--- src/cra_defines.svh ---
// Constants for the configuration register access target.
// Assumes a byte-wide token link where each byte is flagged as control or data.
//
// Behaviour
// - A write whose return identifier ends in 0xFF gets no reply.
// - Multi-byte fields travel most significant byte first, both directions.
// - Write request: token 192, return id, 16-bit register, access-width data (32 or 8 bits), token 1.
// - Read request: token 193, return id, 16-bit register, token 1.
// - Write reply is tokens 3 and 1 on success, 4 and 1 on failure.
// - Configuration read reply: token 3, 32 data bits, token 1; else 4, 1.
// - Peripheral read reply: token 3, access-width data, token 1; else 4, 1.
`ifndef CRA_DEFINES_SVH
`define CRA_DEFINES_SVH

`define CRA_TOK_WRITE   8'hC0
`define CRA_TOK_READ    8'hC1
`define CRA_TOK_END     8'h01
`define CRA_TOK_ACK     8'h03
`define CRA_TOK_NACK    8'h04
`define CRA_NOREPLY_LOW 8'hFF
`define CRA_RID_BYTES   3'h3
`define CRA_REG_BYTES   3'h2
`define CRA_WORD_BYTES  3'h4
`define CRA_BYTE_BYTES  3'h1
`define CRA_PS_SHIFT    8
`define CRA_PS_TYPE     8'h0B

`endif

--- src/cra_pkg.sv ---
// Types shared by the access target and its reply sender.
// Assumes nothing beyond a SystemVerilog compiler.
package cra_pkg;
  typedef enum logic [3:0] {RX_IDLE, RX_RID, RX_REG, RX_DATA, RX_END, RX_SKIP,
                            RX_ACCESS, RX_REPLY, RX_WAIT} cra_rx_e;
  typedef enum logic [1:0] {TX_IDLE, TX_HEAD, TX_DATA, TX_END} cra_tx_e;
endpackage

--- src/cra_reply_if.sv ---
// Carrier between the request decoder and the reply sender.
// Assumes both ends run on the same clock.
`timescale 1ns/1ps
interface cra_reply_if;
  logic        start;   // One-cycle request to send a reply
  logic        ok;      // Success or failure reply
  logic [2:0]  nbytes;  // Data bytes to send after the success token
  logic [31:0] rdata;   // Read data, first byte in bits 31:24
  logic        busy;    // Sender is emitting a reply
  modport dec (output start, output ok, output nbytes, output rdata, input busy);
  modport snd (input start, input ok, input nbytes, input rdata, output busy);
endinterface

--- src/cra_target.sv ---
// Configuration register access target: decodes framed write and read
// requests, performs the register access and returns the reply tokens.
// Assumes the token link and the register port run on clk.
`timescale 1ns/1ps
`include "cra_defines.svh"
module cra_target (
  input  wire logic         clk,
  input  wire logic         reset_n,
  input  wire logic         periph_byte,  // Peripheral access width is 8 bits
  input  wire logic         rx_valid,
  input  wire logic         rx_ctrl,
  input  wire logic [7:0]   rx_data,
  output logic              rx_ready,
  output logic              tx_valid,
  output logic              tx_ctrl,
  output logic [7:0]        tx_data,
  input  wire logic         tx_ready,
  output logic [23:0]       reply_dest,   // Channel end that receives the reply
  output logic              reg_req,
  output logic              reg_we,
  output logic [15:0]       reg_addr,
  output logic [31:0]       reg_wdata,
  output logic              reg_byte,     // Access is 8 bits wide
  input  wire logic         reg_ack,
  input  wire logic         reg_ok,       // Register exists and access succeeded
  input  wire logic [31:0]  reg_rdata
);
  logic             rst_meta;
  logic             rst_n;
  cra_pkg::cra_rx_e state;
  logic [2:0]       cnt;
  logic             rid_full;
  logic             acc_ok;
  logic [31:0]      rdata_q;
  logic             take;
  logic             is_end;
  logic             noreply;
  logic [2:0]       dbytes;
  cra_reply_if      rp ();

  ////////////////////////////////////////////////////////////////////////////
  // Reset release through two flip-flops
  always_ff @(posedge clk or negedge reset_n) begin
    if (!reset_n) begin
      rst_meta <= 1'b0;
      rst_n    <= 1'b0;
    end else begin
      rst_meta <= 1'b1;
      rst_n    <= rst_meta;
    end
  end

  ////////////////////////////////////////////////////////////////////////////
  // Handshake terms
  assign rx_ready = (state == cra_pkg::RX_IDLE) || (state == cra_pkg::RX_RID)
                 || (state == cra_pkg::RX_REG) || (state == cra_pkg::RX_DATA)
                 || (state == cra_pkg::RX_END) || (state == cra_pkg::RX_SKIP);
  assign take     = rx_valid && rx_ready;
  assign is_end   = rx_ctrl && (rx_data == `CRA_TOK_END);
  assign noreply  = reg_we && (reply_dest[7:0] == `CRA_NOREPLY_LOW);
  assign dbytes   = reg_byte ? `CRA_BYTE_BYTES : `CRA_WORD_BYTES;
  assign reg_req  = (state == cra_pkg::RX_ACCESS);
  assign rp.start = (state == cra_pkg::RX_REPLY);
  assign rp.ok    = acc_ok;
  assign rp.nbytes = (acc_ok && !reg_we) ? dbytes : 3'h0;
  assign rp.rdata = rdata_q;

  ////////////////////////////////////////////////////////////////////////////
  // Request decoder
  always_ff @(posedge clk or negedge rst_n) begin
    if (!rst_n) begin
      state      <= cra_pkg::RX_IDLE;
      cnt        <= 3'h0;
      rid_full   <= 1'b0;
      reg_we     <= 1'b0;
      reg_byte   <= 1'b0;
      reply_dest <= 24'h00_0000;
      reg_addr   <= 16'h0000;
      reg_wdata  <= 32'h0000_0000;
      acc_ok     <= 1'b0;
      rdata_q    <= 32'h0000_0000;
    end else begin
      unique case (state)
        cra_pkg::RX_IDLE: begin
          if (take && rx_ctrl && (rx_data == `CRA_TOK_WRITE
                                  || rx_data == `CRA_TOK_READ)) begin
            state    <= cra_pkg::RX_RID;
            reg_we   <= (rx_data == `CRA_TOK_WRITE);
            reg_byte <= periph_byte;
            cnt      <= 3'h0;
            rid_full <= 1'b0;
            acc_ok   <= 1'b0;
          end
        end
        cra_pkg::RX_RID: begin
          if (take && rx_ctrl) begin
            state <= is_end ? cra_pkg::RX_IDLE : cra_pkg::RX_SKIP;
          end else if (take) begin
            reply_dest <= {reply_dest[15:0], rx_data};
            cnt        <= cnt + 3'h1;
            if (cnt == `CRA_RID_BYTES - 3'h1) begin
              state    <= cra_pkg::RX_REG;
              cnt      <= 3'h0;
              rid_full <= 1'b1;
            end
          end
        end
        cra_pkg::RX_REG: begin
          if (take && rx_ctrl) begin
            state <= is_end ? cra_pkg::RX_REPLY : cra_pkg::RX_SKIP;
            if (is_end && noreply) begin
              state <= cra_pkg::RX_IDLE;
            end
          end else if (take) begin
            reg_addr <= {reg_addr[7:0], rx_data};
            cnt      <= cnt + 3'h1;
            if (cnt == `CRA_REG_BYTES - 3'h1) begin
              state <= reg_we ? cra_pkg::RX_DATA : cra_pkg::RX_END;
              cnt   <= 3'h0;
            end
          end
        end
        cra_pkg::RX_DATA: begin
          if (take && rx_ctrl) begin
            state <= is_end ? cra_pkg::RX_REPLY : cra_pkg::RX_SKIP;
            if (is_end && noreply) begin
              state <= cra_pkg::RX_IDLE;
            end
          end else if (take) begin
            reg_wdata <= reg_byte ? {24'h00_0000, rx_data}
                                  : {reg_wdata[23:0], rx_data};
            cnt       <= cnt + 3'h1;
            if (cnt == dbytes - 3'h1) begin
              state <= cra_pkg::RX_END;
            end
          end
        end
        cra_pkg::RX_END: begin
          if (take && is_end) begin
            state <= cra_pkg::RX_ACCESS;
          end else if (take) begin
            state <= cra_pkg::RX_SKIP;
          end
        end
        cra_pkg::RX_SKIP: begin
          // Malformed request: drain to its end token, then fail if addressable
          if (take && is_end) begin
            state <= (rid_full && !noreply) ? cra_pkg::RX_REPLY
                                            : cra_pkg::RX_IDLE;
          end
        end
        cra_pkg::RX_ACCESS: begin
          if (reg_ack) begin
            acc_ok  <= reg_ok;
            rdata_q <= reg_byte ? {reg_rdata[7:0], 24'h00_0000} : reg_rdata;
            state   <= noreply ? cra_pkg::RX_IDLE : cra_pkg::RX_REPLY;
          end
        end
        cra_pkg::RX_REPLY: begin
          state <= cra_pkg::RX_WAIT;
        end
        cra_pkg::RX_WAIT: begin
          if (!rp.busy) begin
            state <= cra_pkg::RX_IDLE;
          end
        end
        // Unused state codes fall back to idle
        default: begin
          state <= cra_pkg::RX_IDLE;
        end
      endcase
    end
  end

  ////////////////////////////////////////////////////////////////////////////
  // Reply sender
  cra_reply u_reply (
    .clk      (clk),
    .rst_n    (rst_n),
    .rp       (rp.snd),
    .tx_valid (tx_valid),
    .tx_ctrl  (tx_ctrl),
    .tx_data  (tx_data),
    .tx_ready (tx_ready)
  );

  ////////////////////////////////////////////////////////////////////////////
  // Checks
  a_noreply_quiet: assert property (@(posedge clk) disable iff (!rst_n)
    state == cra_pkg::RX_ACCESS && reg_ack && noreply
    |=> state == cra_pkg::RX_IDLE ##1 !tx_valid)
    else $error("reply sent for a suppressed write");
  a_reply_follows: assert property (@(posedge clk) disable iff (!rst_n)
    state == cra_pkg::RX_ACCESS && reg_ack && !noreply
    |=> state == cra_pkg::RX_REPLY ##1 tx_valid && tx_ctrl)
    else $error("access not followed by a reply");
  a_fail_kept: assert property (@(posedge clk) disable iff (!rst_n)
    state == cra_pkg::RX_ACCESS && reg_ack && !reg_ok |=> !acc_ok)
    else $error("failed access reported as success");
  a_rid_msb: assert property (@(posedge clk) disable iff (!rst_n)
    state == cra_pkg::RX_RID && take && !rx_ctrl
    |=> reply_dest[7:0] == $past(rx_data) && reply_dest[15:8] == $past(reply_dest[7:0]))
    else $error("return identifier not shifted in most significant first");
  a_end_access: assert property (@(posedge clk) disable iff (!rst_n)
    state == cra_pkg::RX_END && take && is_end |=> reg_req)
    else $error("closing token did not start the access");
  a_read_head: assert property (@(posedge clk) disable iff (!rst_n)
    state == cra_pkg::RX_IDLE && take && rx_ctrl && rx_data == `CRA_TOK_READ
    |=> state == cra_pkg::RX_RID && !reg_we)
    else $error("read header not decoded");
endmodule

--- src/cra_reply.sv ---
// Reply sender: emits success or failure token sequences with read data.
// Assumes tx_ready comes from logic on the same clock.
`timescale 1ns/1ps
`include "cra_defines.svh"
module cra_reply (
  input  wire logic  clk,
  input  wire logic  rst_n,
  cra_reply_if.snd   rp,
  output logic       tx_valid,
  output logic       tx_ctrl,
  output logic [7:0] tx_data,
  input  wire logic  tx_ready
);
  cra_pkg::cra_tx_e state;
  logic [2:0]       remain;
  logic [31:0]      shreg;

  assign rp.busy = (state != cra_pkg::TX_IDLE);

  // Token sequencer, one byte per accepted transfer
  always_ff @(posedge clk or negedge rst_n) begin
    if (!rst_n) begin
      state    <= cra_pkg::TX_IDLE;
      remain   <= 3'h0;
      shreg    <= 32'h0000_0000;
      tx_valid <= 1'b0;
      tx_ctrl  <= 1'b0;
      tx_data  <= 8'h00;
    end else begin
      unique case (state)
        cra_pkg::TX_IDLE: begin
          if (rp.start) begin
            state    <= cra_pkg::TX_HEAD;
            remain   <= rp.ok ? rp.nbytes : 3'h0;
            shreg    <= rp.rdata;
            tx_valid <= 1'b1;
            tx_ctrl  <= 1'b1;
            tx_data  <= rp.ok ? `CRA_TOK_ACK : `CRA_TOK_NACK;
          end
        end
        cra_pkg::TX_HEAD, cra_pkg::TX_DATA: begin
          if (tx_ready) begin
            if (remain != 3'h0) begin
              state   <= cra_pkg::TX_DATA;
              tx_ctrl <= 1'b0;
              tx_data <= shreg[31:24];
              shreg   <= {shreg[23:0], 8'h00};
              remain  <= remain - 3'h1;
            end else begin
              state   <= cra_pkg::TX_END;
              tx_ctrl <= 1'b1;
              tx_data <= `CRA_TOK_END;
            end
          end
        end
        cra_pkg::TX_END: begin
          if (tx_ready) begin
            state    <= cra_pkg::TX_IDLE;
            tx_valid <= 1'b0;
          end
        end
      endcase
    end
  end

  ////////////////////////////////////////////////////////////////////////////
  // Checks
  a_ack_first: assert property (@(posedge clk) disable iff (!rst_n)
    state == cra_pkg::TX_IDLE && rp.start && rp.ok
    |=> tx_valid && tx_ctrl && tx_data == `CRA_TOK_ACK)
    else $error("success reply does not open with token 3");
  a_nack_first: assert property (@(posedge clk) disable iff (!rst_n)
    state == cra_pkg::TX_IDLE && rp.start && !rp.ok
    |=> tx_valid && tx_ctrl && tx_data == `CRA_TOK_NACK)
    else $error("failure reply does not open with token 4");
  a_nack_close: assert property (@(posedge clk) disable iff (!rst_n)
    state == cra_pkg::TX_HEAD && tx_ctrl && tx_data == `CRA_TOK_NACK && tx_ready
    |=> tx_valid && tx_ctrl && tx_data == `CRA_TOK_END)
    else $error("failure token not followed by token 1");
  a_end_close: assert property (@(posedge clk) disable iff (!rst_n)
    state == cra_pkg::TX_END |-> tx_valid && tx_ctrl && tx_data == `CRA_TOK_END)
    else $error("reply not closed by token 1");
  a_data_count: assert property (@(posedge clk) disable iff (!rst_n)
    state == cra_pkg::TX_HEAD && tx_ready && remain == `CRA_WORD_BYTES
    |=> !tx_ctrl && remain == 3'h3)
    else $error("word read reply does not start its four data bytes");
endmodule

--- config.mk ---
export PLATFORM = sky130hd
export DESIGN_NAME = cra_target
export DESIGN_NICKNAME = d
export VERILOG_FILES = /design/src/cra_pkg.sv /design/src/cra_reply_if.sv /design/src/cra_target.sv /design/src/cra_reply.sv
export VERILOG_INCLUDE_DIRS = /design/src
export SDC_FILE = /design/constraint.sdc
export NUM_CORES = 1
export LEC_CHECK = 0
export BUFFER_PORTS_ARGS = -buffer_cell sky130_fd_sc_hd__buf_2
export CAP_MARGIN = 20
export CORE_MARGIN = 1
export CORE_UTILIZATION = 47
export CTS_BUF_LIST = sky130_fd_sc_hd__clkbuf_4 sky130_fd_sc_hd__clkbuf_8
export CTS_CLUSTER_SIZE = 20
export DETAILED_ROUTE_END_ITERATION = 8
export PLACE_DENSITY = 0.69
export SYNTH_ARGS = -nofsm -noshare
export SYNTH_HDL_FRONTEND = slang
export SYNTH_SLANG_ARGS = --single-unit
--- constraint.sdc ---
create_clock -name clk -period 11.03 [get_ports clk]
set_clock_uncertainty 0.2 [all_clocks]
set_input_delay 2.206 -clock clk [delete_from_list [all_inputs] [get_ports clk]]
set_output_delay 2.206 -clock clk [all_outputs]
set_load 0.02 [all_outputs]
# After elaboration in Yosys (flattened, before gate mapping)
# Cells that the tools add are included.
dict set report totals {
  reg_bits 164
  input_bits 48
  wordCells 170
}
dict set report op_classes {
  n_addsub 3
  n_eq_ne 40
  muxes 68
  bitwise 1
  reduce_logical 40
}
# cell count
set op_table {}
lappend op_table {{$mux 32} 5}
lappend op_table {{$pmux 32 s2} 1}
lappend op_table {{$mux 3} 21}
lappend op_table {{$mux 4} 15}
lappend op_table {{$pmux 4 s9} 1}
lappend op_table {{$eq 8x8->1 const B} 3}
lappend op_table {{$mux 8} 3}
lappend op_table {{$reduce_and 3->1} 7}
lappend op_table {{$ne 2x2->1 const B} 10}
lappend op_table {{$eq 4x3->1 const B} 4}
lappend op_table {{$pmux 8 s2} 1}
lappend op_table {{$ne 3x2->1 const B} 4}
lappend op_table {{$pmux 3 s4} 1}
lappend op_table {{$reduce_and 11->1} 1}
lappend op_table {{$mux 1} 10}
lappend op_table {{$ne 2x1->1 const B} 5}
lappend op_table {{$reduce_bool 2->1} 5}
lappend op_table {{$logic_and 1x1->1} 9}
lappend op_table {{$ne 3x1->1 const B} 3}
lappend op_table {{$eq 4x2->1 const B} 2}
lappend op_table {{$eq 8x1->1 const B} 1}
lappend op_table {{$mux 2} 4}
lappend op_table {{$pmux 1 s2} 4}
lappend op_table {{$reduce_and 8->1} 1}
lappend op_table {{22 further kinds} 31}

# Depth between registers and ports, before layout
dict set report logic_depth {
  word_depth 11
  ltp_mapped 10
  depth_no_buf 8
}

# Modules after synthesis
# From an unflattened synthesis, not the netlist that was laid out.
dict set report unflattened {
  cells_unflattened 687
  area_unflattened_um2 7553.5
}
# module n_inst cells_per_inst area_per_inst_um2
set modules_own_cells {}
lappend modules_own_cells {cra_target 1 496 5197.5}
lappend modules_own_cells {cra_reply 1 191 2356.0}

# Least setup slack after synthesis
# Ideal clock, no wire load.
dict set report synth_timing {
  kind {input -> register}
  startpoint {in rx_data[3]}
  endpoint {reg reg_byte}
  t_arrival_ns 3.404
  required_time_ns 10.705
  path_slack_ns 7.301
  stages 4
  n_path_buf 0
  path_cell_list {nor4_2 -> nand2_1 -> nor4_4 -> mux2_2}
}
dict set report synth_via {
  elab_chain_cells 4
  elab_cells_between_ends 5
  cone_classes {eq/ne (2); reduce/logical (3)}
}
# element line
set synth_rtl {}
lappend synth_rtl {{from (decl)} cra_target.sv:12} ;# input wire logic [7:0] rx_data,
lappend synth_rtl {{$eq 8x8->1 (no line)} --}
lappend synth_rtl {{$logic_or 1x1->1 (no line) *} --}
lappend synth_rtl {{$logic_and 1x1->1 *} cra_target.sv:85} ;# if (take && rx_ctrl && (rx_data == `CRA_TOK_WRITE
lappend synth_rtl {{$reduce_and 2->1 (no line) *} --}
lappend synth_rtl {{to (signal assigned)} cra_target.sv:89} ;# reg_byte <= periph_byte;
lappend synth_rtl {{to (decl)} cra_target.sv:23} ;# output logic reg_byte,
# Mark *: on every way between the ends. The rest lies on a longest branch, timed or not.
# A chain may end at the register's enable or synchronous reset.

# Worst setup path after layout
dict set report layout_timing {
  startpoint {reg state[2]}
  endpoint {out reg_req}
}
dict set report layout_via {
  elab_chain_cells 1
}
# element line
set layout_rtl {}
lappend layout_rtl {{from (decl)} cra_target.sv:30} ;# cra_pkg::cra_rx_e state;
lappend layout_rtl {{from (signal assigned)} cra_target.sv:72} ;# state <= cra_pkg::RX_IDLE;
lappend layout_rtl {{from (signal assigned)} cra_target.sv:87} ;# state <= cra_pkg::RX_RID;
lappend layout_rtl {{from (signal assigned)} cra_target.sv:97} ;# state <= is_end ? cra_pkg::RX_IDLE : cra_pkg::RX_SKIP;
lappend layout_rtl {{$eq 4x3->1} cra_target.sv:62} ;# assign reg_req = (state == cra_pkg::RX_ACCESS);
lappend layout_rtl {{to (decl)} cra_target.sv:19} ;# output logic reg_req,
# Every way passes these cells.

==> results.json <==
{
  "status": "complete, no violations",
  "slowest_delay_ns": 0.66,
  "r2r_end": "u_reply.remain[2]",
  "htreeDepth": 4,
  "yosys_register_bits": 164,
  "worst_pin_slew_ns": 0.952,
  "grt_max_degree": 86,
  "row_count": 45,
  "hpwl_um": 11100,
  "nFillCells": 1293,
  "synth_top_area_cell": "dfrtp_1",
  "synthArstFlopShare": 1.00,
  "clk_pin_slew_worst_paths_ns": 0.08,
  "cts_resized": 0,
  "coreArea_sq_um": 15300,
  "ff2ff_path_depth": 8,
  "synthToLayoutAreaGrowth_pct": 16.4,
  "clock_sinks": 164,
  "drtIter0Drc": 425,
  "layout.nets": 840,
  "critPathKind": "reg2out",
  "cts_inserted_buffers": 17,
  "yosysUniqueCellTypes": 59,
  "dieArea_sq_um": 16200,
  "die_w_um": 127,
  "leakage_nw": 4.30,
  "final_util": 0.564,
  "synthTopCellsByCount": "dfrtp_1, nand2_1, o21ai_0",
  "final.setup.tns_ns": 0,
  "place_congestion": 0.902,
  "grt_pass1_wl_um": 26200,
  "crit_path_max_fanout": 11,
  "first_global_vias": 5026,
  "synth_edf_count": 0,
  "syn_avg_cell_area_sq_um": 11.1,
  "fin_crit_sh": 0.387,
  "antenna_found_initial": 1,
  "cap_violations": 0,
  "tritoncts": "built",
  "clockBufferDepth": 2,
  "synthCells": 663,
  "boundaryPins": 134,
  "avgRoutedWirePerCell_um": 16.1,
  "synth_flop_cell": "dfrtp_1",
  "crit_chain": "nand2b_1 -> nor2_1 -> buf_2",
  "worst_slew_margin_rel": 0.365,
  "worstPathRequired_ns": 8.62,
  "r2r-start": "u_reply.state[0]",
  "grt.overflow.total": 0,
  "synth_nets": 718,
  "start_util": 0.484,
  "peakVddDrop_mv": 0.125,
  "setup.worst_path.start_class": "flop",
  "rsz0062_at_grt": "no",
  "endpoint_kind": "output port",
  "synthTopCellsByArea": "dfrtp_1, mux2_4, o21ai_0, nand2b_1, mux2i_1",
  "ff2ff_setup_slack_ns": 8.15,
  "slowest_stage": "dfrtp_1",
  "synth_warnings": 0,
  "hold_class": "reg2async",
  "routed_wirelength_um": 16200,
  "worstSkewPairLatency_ns": 0.46,
  "first_pass_iters": 5,
  "fmax_mhz": 235,
  "power.total_w": 0.00235,
  "ant_nets": 0,
  "p_per_area_nw_per_um2": 273,
  "yosys.cell_count.top_type": "dfrtp_1",
  "io_buffers": 133,
  "clockRootBuffer": "clkbuf_8",
  "hold_ws_ns": 0.0313,
  "drive_above_1_share": 0.291,
  "yosysTopAreaCellShare": 0.555,
  "viasPerCell": 5.24,
  "drv_slew": 0,
  "hold_viol_final": 0,
  "drc": 0,
  "die_y_um": 127,
  "vias": 5274,
  "fin_crit_ns": 4.26,
  "netlist_area_sq_um": 7390,
  "grt_use_total": 0.208,
  "ys_seq_area_frac": 0.555,
  "hold_buffers": 0,
  "finalSetupViolCount": 0,
  "crit_arrival_ns": 1.86,
  "post-cts-setup-buffer-count": 0
}
## layout by cell type (no fill, tap or decap), types with 6 or more instances in the layout
cell type,netlist,layout
ha_1,7,7
mux2i_1,32,32
nor3_1,6,6
mux2_4,26,26
buf_2,6,133
clkbuf_8,0,20
nand2b_1,53,53
nand2_1,82,82
mux2_2,20,20
o22ai_1,6,6
inv_1,12,12
dfrtp_1,164,162
o21ai_0,68,68
nor2_1,38,38
a22o_1,14,14
a21oi_1,35,35
## per-layer routing
layer,GRT usage,vias to the layer above,part of all wire
met5,0,-,0
met4,0.0791,0,0.017
met3,0.0440,26,0.054
met2,0.304,162,0.45
met1,0.303,2547,0.48
li1,-,2539,-
## stage by stage
| stage | setup slack, ns | area, sq um | cells |
|---|---|---|---|
| finish | 6.77 | 8600 | 1007 |
| global route | 6.61 | 8600 | 1006 |
| CTS | 6.73 | 8540 | 1004 |
| detailed placement | 6.91 | 8160 | 975 |
| global placement | 6.99 | 8160 | 975 |
| floorplan | 5.92 | 7390 | 663 |
## flip-flops by register name, indices dropped and copies added, names as in the netlist, 2 cells and up
| register | count |
|---|---|
| reply_dest | 24 |
| u_reply.remain | 3 |
| u_reply.state | 2 |
| state | 4 |
| u_reply.shreg | 32 |
| u_reply.tx_data | 8 |
| cnt | 3 |
| reg_addr | 16 |
| reg_wdata | 32 |
| rdata_q | 32 |
## layout make-up
class                           instances  area (sq um)  area share
Antenna cell                            1          2.50    0.000291
Clock buffer                           25           313      0.0364
Inverter                               12          45.0     0.00524
Tap cell                              211           264      0.0307
Multi-Input combinational cell        450          3040       0.353
Sequential cell                       164          4110       0.478
Clock inverter                          4          73.8     0.00858
Timing Repair Buffer                  140           758      0.0882
## report_power, final
group | internal, W | switching [W]
sequential | 0.000815 | 0.000169
combinational | 0.000385 | 0.000548
clock | 0.000228 | 0.000199
## worst max-delay path by stage
stage                           from  endpoint  slack [ns]  cells after the start
final                       state[2]   reg_req        6.77                      3
after global routing        state[2]   reg_req        6.61                      3
after CTS                   state[2]   reg_req        6.73                      3
after detailed placement  rx_data[3]    cnt[2]        6.91                      7
after global placement    rx_data[3]  reg_byte        6.99                      5
after floorplan                rst_n    acc_ok        5.92                      0
## critical path: cells and delay by family (launching register included)
family / cells / cell delay [ns]
AND/OR/NAND/NOR: 2 / 0.53
buffers and inverters: 1 / 0.22
flip-flops: 1 / 0.66
## kinds of logic (layout without fill, tap and decap cells)
| kind of cell | after synthesis | in the layout | synth area share |
|---|---|---|---|
| and+or+nand+nor | 215 | 215 | 0.152 |
| other | 1 | 2 | 0.000507 |
| buffers and inverters | 49 | 181 | 0.0340 |
| adders and majority gates | 7 | 7 | 0.0118 |
| AOI/OAI and AO/OA | 148 | 148 | 0.119 |
| muxes | 78 | 78 | 0.127 |
| xor gates and xnor gates | 1 | 1 | 0.00119 |
| DFF | 164 | 164 | 0.555 |
Note: power is estimated with default switching activity, not from simulation.
